==> src/rxu_pkg.sv <==
/*
 * Shared constants for the receive urgent-request, oversize-count and
 * station-address block: register offsets, field positions, reset values
 * and limits.
 * Assumes both ends and the address filter are compiled after this file.
 */
package rxu_pkg;

    // ****************************************************************
    // Bus geometry
    // ****************************************************************
    localparam int ADDR_W = 8;  // Device word-aligned byte offsets
    localparam int HADDR_W = 9;  // Software port adds host-own page
    localparam int DATA_W = 32;
    localparam int FREE_W = 14;  // Free FIFO space in bytes
    localparam int LEN_W = 14;  // Frame length in bytes
    localparam int DA_BITS = 48;

    // ****************************************************************
    // Device register offsets
    // ****************************************************************
    localparam logic [7:0] OFS_DMA_STATE = 8'h08;
    localparam logic [7:0] OFS_URGENT = 8'h58;
    localparam logic [7:0] OFS_RSVD = 8'h5C;
    localparam logic [7:0] OFS_OVERSIZE = 8'h60;
    localparam logic [7:0] OFS_MAC_CTRL = 8'h64;
    localparam logic [7:0] OFS_STATS_BLOCK = 8'h68;
    localparam logic [7:0] OFS_IRQ_STATUS = 8'h6C;
    localparam logic [7:0] OFS_IRQ_MASK = 8'h70;
    localparam logic [7:0] OFS_STA_LO = 8'h78;
    localparam logic [7:0] OFS_STA_HI = 8'h7C;

    // Host-own registers on the software port
    localparam logic [8:0] HOFS_STATUS = 9'h100;
    localparam logic [8:0] HOFS_MASK = 9'h104;

    // ****************************************************************
    // Field positions
    // ****************************************************************
    localparam int MAC_STATS_ON_BIT = 0;
    localparam int BLOCK_OVERSIZE_BIT = 3;
    localparam int IRQ_W = 3;
    localparam int IRQ_STATS_BIT = 0;  // Statistics update
    localparam int IRQ_DESC_BIT = 1;  // Descriptor status written
    localparam int IRQ_MATCH_BIT = 2;  // Own-address frame seen
    localparam int HIRQ_W = 2;
    localparam int HIRQ_REFUSED_BIT = 0;  // Read refused outside polling
    localparam int HIRQ_DEV_BIT = 1;  // Device interrupt seen

    // ****************************************************************
    // Reset values and limits
    // ****************************************************************
    localparam logic [31:0] RST_DMA_STATE = 32'h0000_0000;
    localparam logic [15:0] RST_OVERSIZE = 16'h0000;
    localparam logic [7:0] RST_URGENT = 8'h04;
    localparam logic [47:0] RST_STATION = 48'h0000_0000_0000;
    localparam logic [7:0] URG_MIN = 8'h04;
    localparam logic [7:0] URG_MAX = 8'hFF;
    localparam int URG_UNIT_SHIFT = 5;  // 32 bytes per unit
    localparam logic [13:0] URG_MAX_BYTES = 14'h2000;  // 256 units
    localparam logic [13:0] LEN_PLAIN_MAX = 14'h5EE;  // 1518 bytes
    localparam logic [13:0] LEN_VLAN_MAX = 14'h5F2;  // 1522 bytes
    localparam logic [15:0] OVS_IRQ_LEVEL = 16'hC000;

endpackage

==> src/rxu_if.sv <==
/*
 * Register link between the host controller and the device end.
 * Assumes one clock shared by both ends; the testbench ties them together.
 */
`timescale 1ns/100ps
interface rxu_if;

    // ****************************************************************
    // Link signals
    // ****************************************************************
    logic wr;  // One-cycle write strobe
    logic rd;  // One-cycle read strobe
    logic [7:0] addr;  // Word-aligned byte offset
    logic [31:0] wdata;
    logic [31:0] rdata;  // Valid the cycle after rd
    logic polling;  // Receive DMA sits in its polling state
    logic irq;  // Device interrupt level

    modport dev (
        input wr,
        input rd,
        input addr,
        input wdata,
        output rdata,
        output polling,
        output irq
    );

    modport host (
        output wr,
        output rd,
        output addr,
        output wdata,
        input rdata,
        input polling,
        input irq
    );

endinterface

==> src/rxu_addr_match.sv <==
/*
 * Serial destination-address filter.
 * Assumes start pulses before the first address bit and bits arrive in
 * reception order, one per bit_valid, on the same clock.
 */
`timescale 1ns/100ps
module rxu_addr_match #(
    parameter int DA_BITS = 48
) (
    input wire logic clk,
    input wire logic rst,
    input wire logic ce,
    input wire logic [DA_BITS-1:0] station,
    input wire logic start,
    input wire logic bit_in,
    input wire logic bit_valid,
    output logic match,
    output logic match_valid
);

    // ****************************************************************
    // Compare state
    // ****************************************************************
    typedef enum logic [1:0] {
        RXU_IDLE = 2'b01,
        RXU_SHIFT = 2'b10
    } rxu_match_e;

    rxu_match_e state_r;  // Idle or collecting address bits
    logic [5:0] idx_r;  // Station bit under test
    logic miss_r;  // Any disagreement so far
    logic diff;  // Current bit disagrees
    logic last;  // Current bit is the final one

    assign diff = bit_in ^ station[idx_r];
    assign last = (idx_r == 6'(DA_BITS - 1));

    // Sequencer: a new start abandons any half-compared address
    always_ff @(posedge clk or posedge rst) begin
        if (rst) begin
            state_r <= RXU_IDLE;
            idx_r <= 6'h00;
            miss_r <= 1'b0;
        end else if (ce) begin
            if (start) begin
                state_r <= RXU_SHIFT;
                idx_r <= 6'h00;
                miss_r <= 1'b0;
            end else begin
                unique case (state_r)
                    RXU_IDLE: begin
                    end
                    RXU_SHIFT: begin
                        if (bit_valid) begin
                            miss_r <= miss_r | diff;
                            idx_r <= idx_r + 6'h01;
                            if (last) begin
                                state_r <= RXU_IDLE;
                            end
                        end
                    end
                endcase
            end
        end
    end

    // Verdict: one pulse after the 48th bit
    always_ff @(posedge clk or posedge rst) begin
        if (rst) begin
            match <= 1'b0;
            match_valid <= 1'b0;
        end else if (ce) begin
            match_valid <= (state_r == RXU_SHIFT) && bit_valid && last && !start;
            if ((state_r == RXU_SHIFT) && bit_valid && last && !start) begin
                match <= !(miss_r | diff);
            end
        end
    end

endmodule

==> src/rxu_device.sv <==
/*
 * Device end: receive DMA state word, urgent request from free FIFO space,
 * oversize-frame statistic and station-address filter, with registers
 * reached over the link.
 * Assumes the receive path and DMA engine share this clock; they pulse
 * frame_end, da_start, da_bit_valid, dma_state_load and dma_done.
 */
`timescale 1ns/100ps
module rxu_device (
    input wire logic clk,
    input wire logic rst,
    input wire logic ce,
    rxu_if.dev lnk,
    input wire logic [31:0] dma_state_in,
    input wire logic dma_state_load,
    input wire logic dma_polling,
    input wire logic dma_done,
    output logic desc_wr_valid,
    output logic [31:0] desc_status,
    input wire logic [13:0] fifo_free_bytes,
    output logic urgent_req,
    input wire logic frame_end,
    input wire logic frame_ok,
    input wire logic frame_vlan,
    input wire logic [13:0] frame_len,
    input wire logic da_start,
    input wire logic da_bit,
    input wire logic da_bit_valid,
    output logic addr_match,
    output logic addr_match_valid
);

    // ****************************************************************
    // Registers
    // ****************************************************************
    logic [31:0] dma_state_r;  // Same layout as descriptor frame status
    logic [7:0] urgent_r;  // Urgent level in 32-byte units
    logic [15:0] ovs_r;  // Oversize-frame count
    logic [15:0] ovs_nxt;
    logic stats_on_r;  // Global statistics enable
    logic ovs_block_r;  // Oversize count blocked
    logic [47:0] station_r;  // Own station address
    logic [2:0] irq_stat_r;  // Sticky events
    logic [2:0] irq_mask_r;
    logic [2:0] irq_event;
    logic [31:0] rdata_r;

    // ****************************************************************
    // Decode helpers
    // ****************************************************************
    function automatic logic hit(input logic [7:0] a, input logic [7:0] ofs);
        hit = (a == ofs);
    endfunction

    logic wr_urgent;
    logic wr_ovs;
    logic wr_irq_stat;
    assign wr_urgent = lnk.wr && hit(lnk.addr, rxu_pkg::OFS_URGENT);
    assign wr_ovs = lnk.wr && hit(lnk.addr, rxu_pkg::OFS_OVERSIZE);
    assign wr_irq_stat = lnk.wr && hit(lnk.addr, rxu_pkg::OFS_IRQ_STATUS);

    assign lnk.polling = dma_polling;
    assign lnk.irq = |(irq_stat_r & irq_mask_r);

    // ****************************************************************
    // Receive DMA state word
    // ****************************************************************
    // The DMA engine loads the full word; it is never host-writable
    always_ff @(posedge clk or posedge rst) begin
        if (rst) begin
            dma_state_r <= rxu_pkg::RST_DMA_STATE;
        end else if (ce && dma_state_load) begin
            dma_state_r <= dma_state_in;
        end
    end

    // Descriptor status write-back on DMA completion
    always_ff @(posedge clk or posedge rst) begin
        if (rst) begin
            desc_wr_valid <= 1'b0;
            desc_status <= 32'h0000_0000;
        end else if (ce) begin
            desc_wr_valid <= dma_done;
            if (dma_done) begin
                desc_status <= dma_state_r;
            end
        end
    end

    // ****************************************************************
    // Urgent request
    // ****************************************************************
    // Clamp in units, then scale; the top setting stands for 256 units,
    // not 255, so it is treated apart rather than scaled
    logic [7:0] urgent_eff;
    logic [13:0] urgent_bytes;
    assign urgent_eff = (urgent_r < rxu_pkg::URG_MIN) ? rxu_pkg::URG_MIN : urgent_r;
    assign urgent_bytes = (urgent_r == rxu_pkg::URG_MAX) ? rxu_pkg::URG_MAX_BYTES
        : 14'(urgent_eff) << rxu_pkg::URG_UNIT_SHIFT;

    always_ff @(posedge clk or posedge rst) begin
        if (rst) begin
            urgent_r <= rxu_pkg::RST_URGENT;
        end else if (ce && wr_urgent) begin
            urgent_r <= lnk.wdata[7:0];
        end
    end

    // Registered compare keeps the request free of glitches
    always_ff @(posedge clk or posedge rst) begin
        if (rst) begin
            urgent_req <= 1'b0;
        end else if (ce) begin
            urgent_req <= (fifo_free_bytes < urgent_bytes);
        end
    end

    // ****************************************************************
    // Oversize-frame statistic
    // ****************************************************************
    logic ovs_hit;
    assign ovs_hit = frame_end && frame_ok
        && (frame_len > (frame_vlan ? rxu_pkg::LEN_VLAN_MAX : rxu_pkg::LEN_PLAIN_MAX))
        && stats_on_r && !ovs_block_r;
    assign ovs_nxt = ovs_r + 16'h0001;

    // A host write in the same cycle as a frame takes precedence
    always_ff @(posedge clk or posedge rst) begin
        if (rst) begin
            ovs_r <= rxu_pkg::RST_OVERSIZE;
        end else if (ce) begin
            if (wr_ovs) begin
                ovs_r <= lnk.wdata[15:0];
            end else if (ovs_hit) begin
                ovs_r <= ovs_nxt;
            end
        end
    end

    // Statistics enable and block bits
    always_ff @(posedge clk or posedge rst) begin
        if (rst) begin
            stats_on_r <= 1'b0;
            ovs_block_r <= 1'b0;
        end else if (ce && lnk.wr) begin
            if (hit(lnk.addr, rxu_pkg::OFS_MAC_CTRL)) begin
                stats_on_r <= lnk.wdata[rxu_pkg::MAC_STATS_ON_BIT];
            end
            if (hit(lnk.addr, rxu_pkg::OFS_STATS_BLOCK)) begin
                ovs_block_r <= lnk.wdata[rxu_pkg::BLOCK_OVERSIZE_BIT];
            end
        end
    end

    // ****************************************************************
    // Station address and filter
    // ****************************************************************
    // Octet order in the register is software's business; the filter
    // just walks bit 0 upward
    always_ff @(posedge clk or posedge rst) begin
        if (rst) begin
            station_r <= rxu_pkg::RST_STATION;
        end else if (ce && lnk.wr) begin
            if (hit(lnk.addr, rxu_pkg::OFS_STA_LO)) begin
                station_r[31:0] <= lnk.wdata;
            end
            if (hit(lnk.addr, rxu_pkg::OFS_STA_HI)) begin
                station_r[47:32] <= lnk.wdata[15:0];
            end
        end
    end

    // Receive-only filter; no transmit path touches the address
    rxu_addr_match #(
        .DA_BITS(rxu_pkg::DA_BITS)
    ) u_match (
        .clk(clk),
        .rst(rst),
        .ce(ce),
        .station(station_r),
        .start(da_start),
        .bit_in(da_bit),
        .bit_valid(da_bit_valid),
        .match(addr_match),
        .match_valid(addr_match_valid)
    );

    // ****************************************************************
    // Interrupt status and mask
    // ****************************************************************
    always_comb begin
        irq_event = 3'b000;
        irq_event[rxu_pkg::IRQ_STATS_BIT] = ovs_hit && !wr_ovs && (ovs_nxt == rxu_pkg::OVS_IRQ_LEVEL);
        irq_event[rxu_pkg::IRQ_DESC_BIT] = dma_done;
        irq_event[rxu_pkg::IRQ_MATCH_BIT] = addr_match_valid && addr_match;
    end

    // Set wins over a write-one clear in the same cycle
    always_ff @(posedge clk or posedge rst) begin
        if (rst) begin
            irq_stat_r <= 3'b000;
        end else if (ce) begin
            irq_stat_r <= (irq_stat_r & ~(wr_irq_stat ? lnk.wdata[2:0] : 3'b000)) | irq_event;
        end
    end

    always_ff @(posedge clk or posedge rst) begin
        if (rst) begin
            irq_mask_r <= 3'b000;
        end else if (ce && lnk.wr && hit(lnk.addr, rxu_pkg::OFS_IRQ_MASK)) begin
            irq_mask_r <= lnk.wdata[2:0];
        end
    end

    // ****************************************************************
    // Read port
    // ****************************************************************
    // Reserved and unmapped offsets read as zero
    always_ff @(posedge clk or posedge rst) begin
        if (rst) begin
            rdata_r <= 32'h0000_0000;
        end else if (ce) begin
            rdata_r <= 32'h0000_0000;
            if (lnk.rd) begin
                unique case (lnk.addr)
                    rxu_pkg::OFS_DMA_STATE: rdata_r <= dma_state_r;
                    rxu_pkg::OFS_URGENT: rdata_r <= {24'h00_0000, urgent_r};
                    rxu_pkg::OFS_OVERSIZE: rdata_r <= {16'h0000, ovs_r};
                    rxu_pkg::OFS_MAC_CTRL: rdata_r <= {31'h0000_0000, stats_on_r};
                    rxu_pkg::OFS_STATS_BLOCK: rdata_r <= {28'h000_0000, ovs_block_r, 3'b000};
                    rxu_pkg::OFS_IRQ_STATUS: rdata_r <= {29'h0000_0000, irq_stat_r};
                    rxu_pkg::OFS_IRQ_MASK: rdata_r <= {29'h0000_0000, irq_mask_r};
                    rxu_pkg::OFS_STA_LO: rdata_r <= station_r[31:0];
                    rxu_pkg::OFS_STA_HI: rdata_r <= {16'h0000, station_r[47:32]};
                    default: rdata_r <= 32'h0000_0000;
                endcase
            end
        end
    end

    assign lnk.rdata = rdata_r;

endmodule

==> src/flat_wrapper.sv <==
// flat-port wrapper written by rule: the top's interface ports become plain ports
module rxu_device_flat 
  (clk, rst, ce, dma_state_in, dma_state_load, dma_polling, dma_done, desc_wr_valid, desc_status, fifo_free_bytes, urgent_req, frame_end, frame_ok, frame_vlan, frame_len, da_start, da_bit, da_bit_valid, addr_match, addr_match_valid, lnk_wr, lnk_rd, lnk_addr, lnk_wdata, lnk_rdata, lnk_polling, lnk_irq);
  rxu_if lnk_i ();
  input wire logic clk;
  input wire logic rst;
  input wire logic ce;
  input wire logic [31:0] dma_state_in;
  input wire logic dma_state_load;
  input wire logic dma_polling;
  input wire logic dma_done;
  output logic desc_wr_valid;
  output logic [31:0] desc_status;
  input wire logic [13:0] fifo_free_bytes;
  output logic urgent_req;
  input wire logic frame_end;
  input wire logic frame_ok;
  input wire logic frame_vlan;
  input wire logic [13:0] frame_len;
  input wire logic da_start;
  input wire logic da_bit;
  input wire logic da_bit_valid;
  output logic addr_match;
  output logic addr_match_valid;
  input wire logic [$bits(lnk_i.wr)-1:0] lnk_wr;
  input wire logic [$bits(lnk_i.rd)-1:0] lnk_rd;
  input wire logic [$bits(lnk_i.addr)-1:0] lnk_addr;
  input wire logic [$bits(lnk_i.wdata)-1:0] lnk_wdata;
  output wire logic [$bits(lnk_i.rdata)-1:0] lnk_rdata;
  output wire logic [$bits(lnk_i.polling)-1:0] lnk_polling;
  output wire logic [$bits(lnk_i.irq)-1:0] lnk_irq;
  assign lnk_i.wr = lnk_wr;
  assign lnk_i.rd = lnk_rd;
  assign lnk_i.addr = lnk_addr;
  assign lnk_i.wdata = lnk_wdata;
  assign lnk_rdata = lnk_i.rdata;
  assign lnk_polling = lnk_i.polling;
  assign lnk_irq = lnk_i.irq;
  rxu_device u_core (.clk(clk), .rst(rst), .ce(ce), .lnk(lnk_i), .dma_state_in(dma_state_in), .dma_state_load(dma_state_load), .dma_polling(dma_polling), .dma_done(dma_done), .desc_wr_valid(desc_wr_valid), .desc_status(desc_status), .fifo_free_bytes(fifo_free_bytes), .urgent_req(urgent_req), .frame_end(frame_end), .frame_ok(frame_ok), .frame_vlan(frame_vlan), .frame_len(frame_len), .da_start(da_start), .da_bit(da_bit), .da_bit_valid(da_bit_valid), .addr_match(addr_match), .addr_match_valid(addr_match_valid));
endmodule
==> config.mk <==
export PLATFORM = sky130hd
export DESIGN_NAME = rxu_device_flat
export DESIGN_NICKNAME = d
export VERILOG_FILES = /design/src/rxu_pkg.sv /design/src/rxu_if.sv /design/src/rxu_addr_match.sv /design/src/rxu_device.sv /design/src/flat_wrapper.sv
export SDC_FILE = /design/constraint.sdc
export NUM_CORES = 1
export LEC_CHECK = 0
export ABC_AREA = 1
export BUFFER_PORTS_ARGS = -buffer_cell sky130_fd_sc_hd__buf_2
export CAP_MARGIN = 10
export CORE_ASPECT_RATIO = 1.4
export CORE_MARGIN = 4
export CORE_UTILIZATION = 50
export DETAILED_ROUTE_END_ITERATION = 6
export PLACE_DENSITY = 0.85
export SYNTH_ARGS = -nofsm -noshare
export SYNTH_HDL_FRONTEND = slang
export SYNTH_SLANG_ARGS = --single-unit
==> constraint.sdc <==
create_clock -name clk -period 6.2 [get_ports clk]
set_input_delay 0.93 -clock clk [delete_from_list [all_inputs] [get_ports clk]]
set_output_delay 0.93 -clock clk [all_outputs]
set_load 0.005 [all_outputs]
# Word-level counts from Yosys, hierarchy flattened
# Index checks and enable logic that the tools add are counted.
[totals] latchBits=0 n_memories=0 ram_bits=0 input_bits=114 out_inout_bits=70 mem_bits_ro=0 elab_cells=98 register_bits=189
[op_classes] eq_ne=13 bitwise_logic=6 reduce_logical=35 mux=20 div=0 shifts=0 n_addsub=2 multipliers=0 magnitude_cmp=4
[ops] cell="one-hot mux 32 bit (9 select lines)" count=1
[ops] cell="equality test 8 x 7 -> 1 bit (second input constant)" count=8
[ops] cell="2-to-1 mux 16 bit" count=2
[ops] cell="2-to-1 mux 32 bit" count=1
[ops] cell="2-to-1 mux 6 bit" count=3
[ops] cell="logical AND 1 bit" count=17
[ops] cell="adder 16 x 1 -> 16 bit (second input constant)" count=1
[ops] cell="equality test 16 bit (second input constant)" count=1
[ops] cell="greater-than comparator 14 bit" count=1
[ops] cell="less-than comparator 14 bit" count=1
[ops] cell="2-to-1 mux 14 bit" count=1
[ops] cell="AND reduction 2 bit" count=7
[ops] cell="equality test 8 x 4 -> 1 bit (second input constant)" count=1
[ops] cell="equality test 8 bit (second input constant)" count=1
[ops] cell="less-than comparator 8 x 3 -> 1 bit (second input constant)" count=1
[ops] cell="2-to-1 mux 2 bit" count=4
[ops] cell="2-to-1 mux 8 bit" count=1
[ops] cell="nonzero test 2 bit" count=4
[ops] cell="less-than comparator 6 x 7 -> 1 bit (second input constant)" count=1
[ops] cell="adder 6 x 1 -> 6 bit (second input constant)" count=1
[ops] cell="bitwise AND 3 bit" count=2
[ops] cell="binary-select mux 1 bit (select 6 bit)" count=1
[ops] cell="equality test 6 bit (second input constant)" count=1
[ops] cell="2-to-1 mux 5 bit" count=1
[ops] cell="11 further kinds" count=17

# Depth between registers and ports, before layout
[logic_depth] ltp_word=8 mapped_depth=15 mapped_depth_nobuf=14

# Modules after synthesis
# Synthesis repeated with hierarchy kept, for this count alone.
[unflattened] hier_cells=1233 area_unflattened_um2=9710.6
[modules_own_cells] mod="rxu_device" seq_area_each_um2=4455.5 cells_per_inst=1046 area_per_inst_um2=8635.8 instances=1
[modules_own_cells] mod="rxu_addr_match" seq_area_each_um2=276.5 cells_per_inst=187 area_per_inst_um2=1074.8 instances=1

# Worst setup path before layout
# OpenSTA, ideal clock, no wires.
[synth_timing] kind="input -> register" start="input port frame_vlan" end="register u_core.ovs_r[2]" arrival_time_ns=2.256 cell_stages=15 setup_ns=0.132 n_path_buf=2 path_slack_ns=3.812 t_required_ns=6.068 cell_sequence="inv_1 ha_1 nand2_1 inv_1 nand4_1 o211ai_1 nand2_1 nand3_1 nand3b_1 nand2_2 nand2_1 buf_6 buf_2 nand2_1 o21ai_0"
[synth_via] elab_chain_cells=7
[synth_lines] element="start: declaration" line="flat_wrapper.sv:18" source="input wire logic frame_vlan;"
[synth_lines] element="2-to-1 mux 5 bit" line="rxu_device.sv:123" source="&& (frame_len > (frame_vlan ? rxu_pkg::LEN_VLAN_MAX : rxu_pkg::LEN_PLAIN_MAX))"
[synth_lines] element="greater-than comparator 14 bit" line="rxu_device.sv:123"
[synth_lines] element="logical AND 1 bit" line="rxu_device.sv:123"
[synth_lines] element="logical AND 1 bit (2 in series)" line="rxu_device.sv:124" source="&& stats_on_r && !ovs_block_r;"
[synth_lines] element="nonzero test 2 bit (no line)"
[synth_lines] element="AND reduction 2 bit (no line)"
[synth_lines] element="end signal: assignment" line="rxu_device.sv:130" source="ovs_r <= rxu_pkg::RST_OVERSIZE;"
[synth_lines] element="end signal: assignment" line="rxu_device.sv:133" source="ovs_r <= lnk.wdata[15:0];"
[synth_lines] element="end signal: assignment" line="rxu_device.sv:135" source="ovs_r <= ovs_nxt;"
[synth_lines] element="end: declaration" line="rxu_device.sv:38" source="logic [15:0] ovs_r;"
# Every way passes these cells.
# A chain may end at the register's enable or synchronous reset.

# Worst setup path in the final report
[layout_timing] start="register u_core.u_match.idx_r[0]" end="register u_core.u_match.miss_r"
[layout_via] elab_chain_cells=7
[layout_lines] element="start: declaration" line="rxu_addr_match.sv:30" source="logic [5:0] idx_r;"
[layout_lines] element="start signal: assignment" line="rxu_addr_match.sv:56" source="idx_r <= idx_r + 6'h01;"
[layout_lines] element="binary-select mux 1 bit (select 6 bit)" line="rxu_addr_match.sv:35" source="assign diff = bit_in ^ station[idx_r];"
[layout_lines] element="2-to-1 mux 1 bit (not written as such)" line="rxu_addr_match.sv:35"
[layout_lines] element="bitwise XOR 1 bit" line="rxu_addr_match.sv:35"
[layout_lines] element="OR 1 bit" line="rxu_addr_match.sv:55" source="miss_r <= miss_r | diff;"
[layout_lines] element="2-to-1 mux 1 bit" line="rxu_addr_match.sv:54" source="if (bit_valid) begin"
[layout_lines] element="2-to-1 mux 1 bit" line="rxu_addr_match.sv:50" source="unique case (state_r)"
[layout_lines] element="2-to-1 mux 1 bit" line="rxu_addr_match.sv:45" source="if (start) begin"
[layout_lines] element="end signal: assignment" line="rxu_addr_match.sv:55"
[layout_lines] element="end: declaration" line="rxu_addr_match.sv:31" source="logic miss_r;"
# Every way passes these cells. The select of a mux whose other input is x is not followed.

==> summary.md <==
| Metric | Value |
|---|---|
| Pwr per Cell Area | 259.0 nW/um^2 |
| H-tree levels | 4 |
| CTS clk-pin slew, worst paths | 0.07 ns |
| CTS tree | done |
| Post-synthesis instance total | 1148 |
| Crit-path max FO | 34 |
| Layout Skew | 0.01077 ns |
| Core box area | 18140 um^2 |
| GRT Max-Usage Layer | met2 |
| Initial drt markers | 957 |
| Residual DRC count | 0 |
| Num CTS Buffers | 17 |
| Critical Path RT | 6.52 ns |
| Syn_nets | 1276 |
| Switching Fraction | 0.2951 |
| Number of antenna diodes | 0 |
| Setup Fix Bufs, Post-CTS | 0 |
| ANT nets after route | 0 |
| Synthesized area per cell | 8.135 um^2 |
| Share of cells above drive strength 1 | 0.1927 |
| Sw Pwr | 834.5 uW |
| Largest family of logic cells by synthesized area | simple AND/OR/NAND/NOR gates |
| Hold Buf Count CTS | 0 |
| Main synth FF type | dfrtp_1 |
| Post-route design area | 10920 um^2 |
| Detailed Place HPWL | 19550 um |
| Met2 Use GR | 0.4479 |
| Chip width | 123.5 um |
| Critical path class | register to register |
| EDFF count, synth | 0 |
| Total gr overflow | 0 |
| Seq cells post-synth | 189 |
| CTS Root Cell | clkbuf_16 |
| Initial Util | 0.5148 |
| Global-route wire length before repair | 42470 um |
| Logic pwr share | 0.129 |
| RSZ-0062 raised after global routing | false |
| FP Rows | 58 |
| Crit path capture type | register |
| Register area share after synthesis | 0.5067 |
| DR WL/cell | 17.21 um |
| Total wire length | 26730 um |
| Crit start category | register |
| Total Die Area | 20960 um^2 |
| Synth Warn # | 0 |
| FMAX | 322.2 MHz |
| Initial antenna violation count | 0 |
| Synth Area in Simple Gates | 0.2363 |
| Slew @ Worst Pin | 1.042 ns |
| Dpl cell area | 10340 um^2 |
| Maximum root-to-sink buffer count | 2 |
| Compound-Gate Fraction of Synth Area | 0.1222 |
| Final setup vio count | 0 |
| Pin count of the biggest net entering global routing | 88 |
| Synth Area in Adders | 0.01876 |
| Sequential Power Share | 0.495 |
| Pleak | 5.621 nW |
| Io pins | 184 |
| Tcrit/Tclk final | 0.5005 |
| GPL Wtd Cong | 0.9481 |
| VDD IR-drop max | 206.8 uV |
| Power Total | 2.828 mW |
| Crit path DAT | 3.42 ns |
| Clock power frac | 0.376 |
| Die height | 169.7 um |
| Fin. max-slew vios | 0 |
| All-Layer GR Usage | 0.2596 |
| Asr flop ratio synth | 1.000 |
| Maxcap violations | 0 |
| Min Tclk post-route | 3.103 ns |
| Synth Cell Area | 9339 um^2 |
| Number of vias per cell | 5.544 |
| Clk Latency, worst-skew pair | 0.43 ns |
| Post-Route Setup TNS | 0 ns |
| Xor and xnor area share after synthesis | 0.01219 |
| # nets final | 1428 |
| Drt pass-1 iters | 6 |
| Vias in the first global route | 8487 |
| Status | completed |
| Number of fill cells | 1574 |
| Cell variety after synth | 42 |
| Layout Area Growth over Synthesis | 16.92% |
| Hold Path Class | register to register |
| DR vias | 8610 |
| Hold Fails Final Rpt | 0 |
| Mux cell area share after synthesis | 0.03617 |
| Cell-internal power | 1.993 mW |
| PortBufs | 176 |
| Met1 usage | 0.3038 |
| Clk sink count | 189 |
| Worst slew margin | 0.3056 |
| Cts repair resizes | 0 |
| M3 GR Usage | 0.03901 |
==> registers in the layout, indices dropped and copies added (netlist names), 2 cells and up <==
register / flops
u_core.u_match.idx_r: 6
u_core.urgent_r: 8
u_core.irq_stat_r: 3
u_core.irq_mask_r: 3
u_core.desc_status: 32
u_core.lnk.rdata: 32
u_core.u_match.state_r: 2
u_core.station_r: 48
u_core.ovs_r: 16
u_core.dma_state_r: 32
==> final timing paths <==
path	startpoint	end	slack [ns]	cells past startpoint
setup reg to reg	u_core.u_match.idx_r[0]$_DFFE_PP0P_	u_core.u_match.miss_r$_DFFE_PP0P_	3.10	14
min in group asynchronous	rst	u_core.desc_status[29]$_DFFE_PP0P_	0.64	2
setup / recovery	u_core.u_match.idx_r[0]$_DFFE_PP0P_	u_core.u_match.miss_r$_DFFE_PP0P_	3.10	14
hold reg to reg	u_core.lnk.rdata[20]$_DFFE_PP0P_	u_core.lnk.rdata[20]$_DFFE_PP0P_	0.47	2
max in group asynchronous	rst	u_core.station_r[13]$_DFFE_PP0P_	4.27	3
hold / removal	u_core.lnk.rdata[20]$_DFFE_PP0P_	u_core.lnk.rdata[20]$_DFFE_PP0P_	0.47	2
==> cell usage in the layout, fill, tap and decap left out, drive strengths merged, types with 2 or more instances in the layout <==
| master | instances |
|---|---|
| mux2 | 30 |
| nand4 | 12 |
| nor3 | 17 |
| clkbuf | 17 |
| dfstp | 2 |
| o2111ai | 6 |
| a221oi | 4 |
| a21oi | 49 |
| inv | 114 |
| xnor2 | 2 |
| nor2 | 59 |
| o21ai | 139 |
| nand2 | 386 |
| clkinv | 7 |
| ha | 14 |
| nand3 | 47 |
| nand3b | 2 |
| nor4 | 8 |
| buf | 181 |
| o211ai | 7 |
| clkinvlp | 2 |
| xor2 | 11 |
| dfrtp | 187 |
| o22ai | 4 |
==> synth_stat cells (2+ instances only) <==
| library cell | instances | area (um^2) |
|---|---|---|
| xor2_1 | 11 | 96.34 |
| a221oi_1 | 4 | 35.03 |
| nor3_1 | 12 | 60.06 |
| nand2_1 | 383 | 1438 |
| buf_1 | 3 | 11.26 |
| nor4_1 | 8 | 50.05 |
| ha_1 | 14 | 175.2 |
| nand4_1 | 11 | 68.82 |
| o21ai_1 | 21 | 105.1 |
| inv_1 | 99 | 371.6 |
| nor3_4 | 2 | 32.53 |
| o21ai_0 | 118 | 590.6 |
| o2111ai_1 | 6 | 52.55 |
| a21oi_1 | 48 | 240.2 |
| nand3_1 | 46 | 230.2 |
| nor2_1 | 57 | 214.0 |
| dfstp_2 | 2 | 52.55 |
| clkbuf_1 | 25 | 93.84 |
| mux2_2 | 14 | 157.7 |
| dfrtp_1 | 187 | 4679 |
| xnor2_1 | 2 | 17.52 |
| buf_4 | 6 | 45.04 |
| inv_2 | 8 | 30.03 |
| o22ai_1 | 4 | 25.02 |
| nor3_2 | 3 | 30.03 |
| buf_2 | 13 | 65.06 |
| o211ai_1 | 7 | 52.55 |
| mux2_1 | 16 | 180.2 |
| nor2_2 | 2 | 12.51 |
| nand2_2 | 3 | 18.77 |
| nand3b_1 | 2 | 15.01 |
==> power by group through the flow <==
stage          clock network (mW)  registers (mW)  logic [mW]
2_1_floorplan                   0            1.38       0.234
4_1_cts                      1.06            1.40       0.366
3_5_place_dp                    0            1.42       0.362
3_3_place_gp                    0            1.42       0.351
5_1_grt                      1.12            1.41       0.411
6_report                     1.06            1.40       0.364
==> worst max-delay path, cell delays in order (launching register included) <==
cell,delay [ns]
dfrtp_1,1.03
clkinv_1,0.82
nand2_1,0.20
nand2_1,0.08
nand2_1,0.06
nand2_1,0.05
nor2_1,0.11
nand2_1,0.07
nand3_1,0.09
nand2_1,0.06
nand2_1,0.09
nand2_1,0.06
nand2_1,0.07
nand3_1,0.06
nor2b_1,0.12
==> through the flow <==
step | setup slack [ns] | utilization | hold slack [ns] | cells
after floorplan | 0.1312 | - | 0.4332 | 1148
after global placement | 2.935 | 0.5700 | 0.4482 | 1521
after detailed placement | 2.881 | 0.5700 | 0.4597 | 1521
after CTS | 3.116 | 0.6019 | 0.4780 | 1553
after global routing | 2.772 | 0.6019 | 0.4978 | 1553
final | 3.097 | 0.6019 | 0.4719 | 1553
==> logic make-up (layout without fill, tap and decap cells) <==
kind of cell | Yosys count | after routing
muxes | 30 | 30
buffers and inverters | 156 | 321
and+or+nand+nor | 533 | 533
xor gates and xnor gates | 13 | 13
AOI/OAI and AO/OA | 213 | 213
DFF | 189 | 189
adders and majority gates | 14 | 14
==> cell type report <==
cell class	count	area (um^2)	share of cell area
Tap cell	240	300.3	0.02750
Sequential cell	189	4732	0.4334
Multi-Input combinational cell	803	3980	0.3645
Timing Repair Buffer	181	918.4	0.08411
Inverter	108	410.4	0.03758
Clock buffer	17	425.4	0.03896
Clock inverter	15	152.6	0.01398
==> metal layers <==
layer	routed length [um]	up-vias
li1	-	4041
met1	9688	4031
met2	13500	436
met3	1895	102
met4	1645	0
met5	0	-
Note: power is estimated with default switching activity, not from simulation.
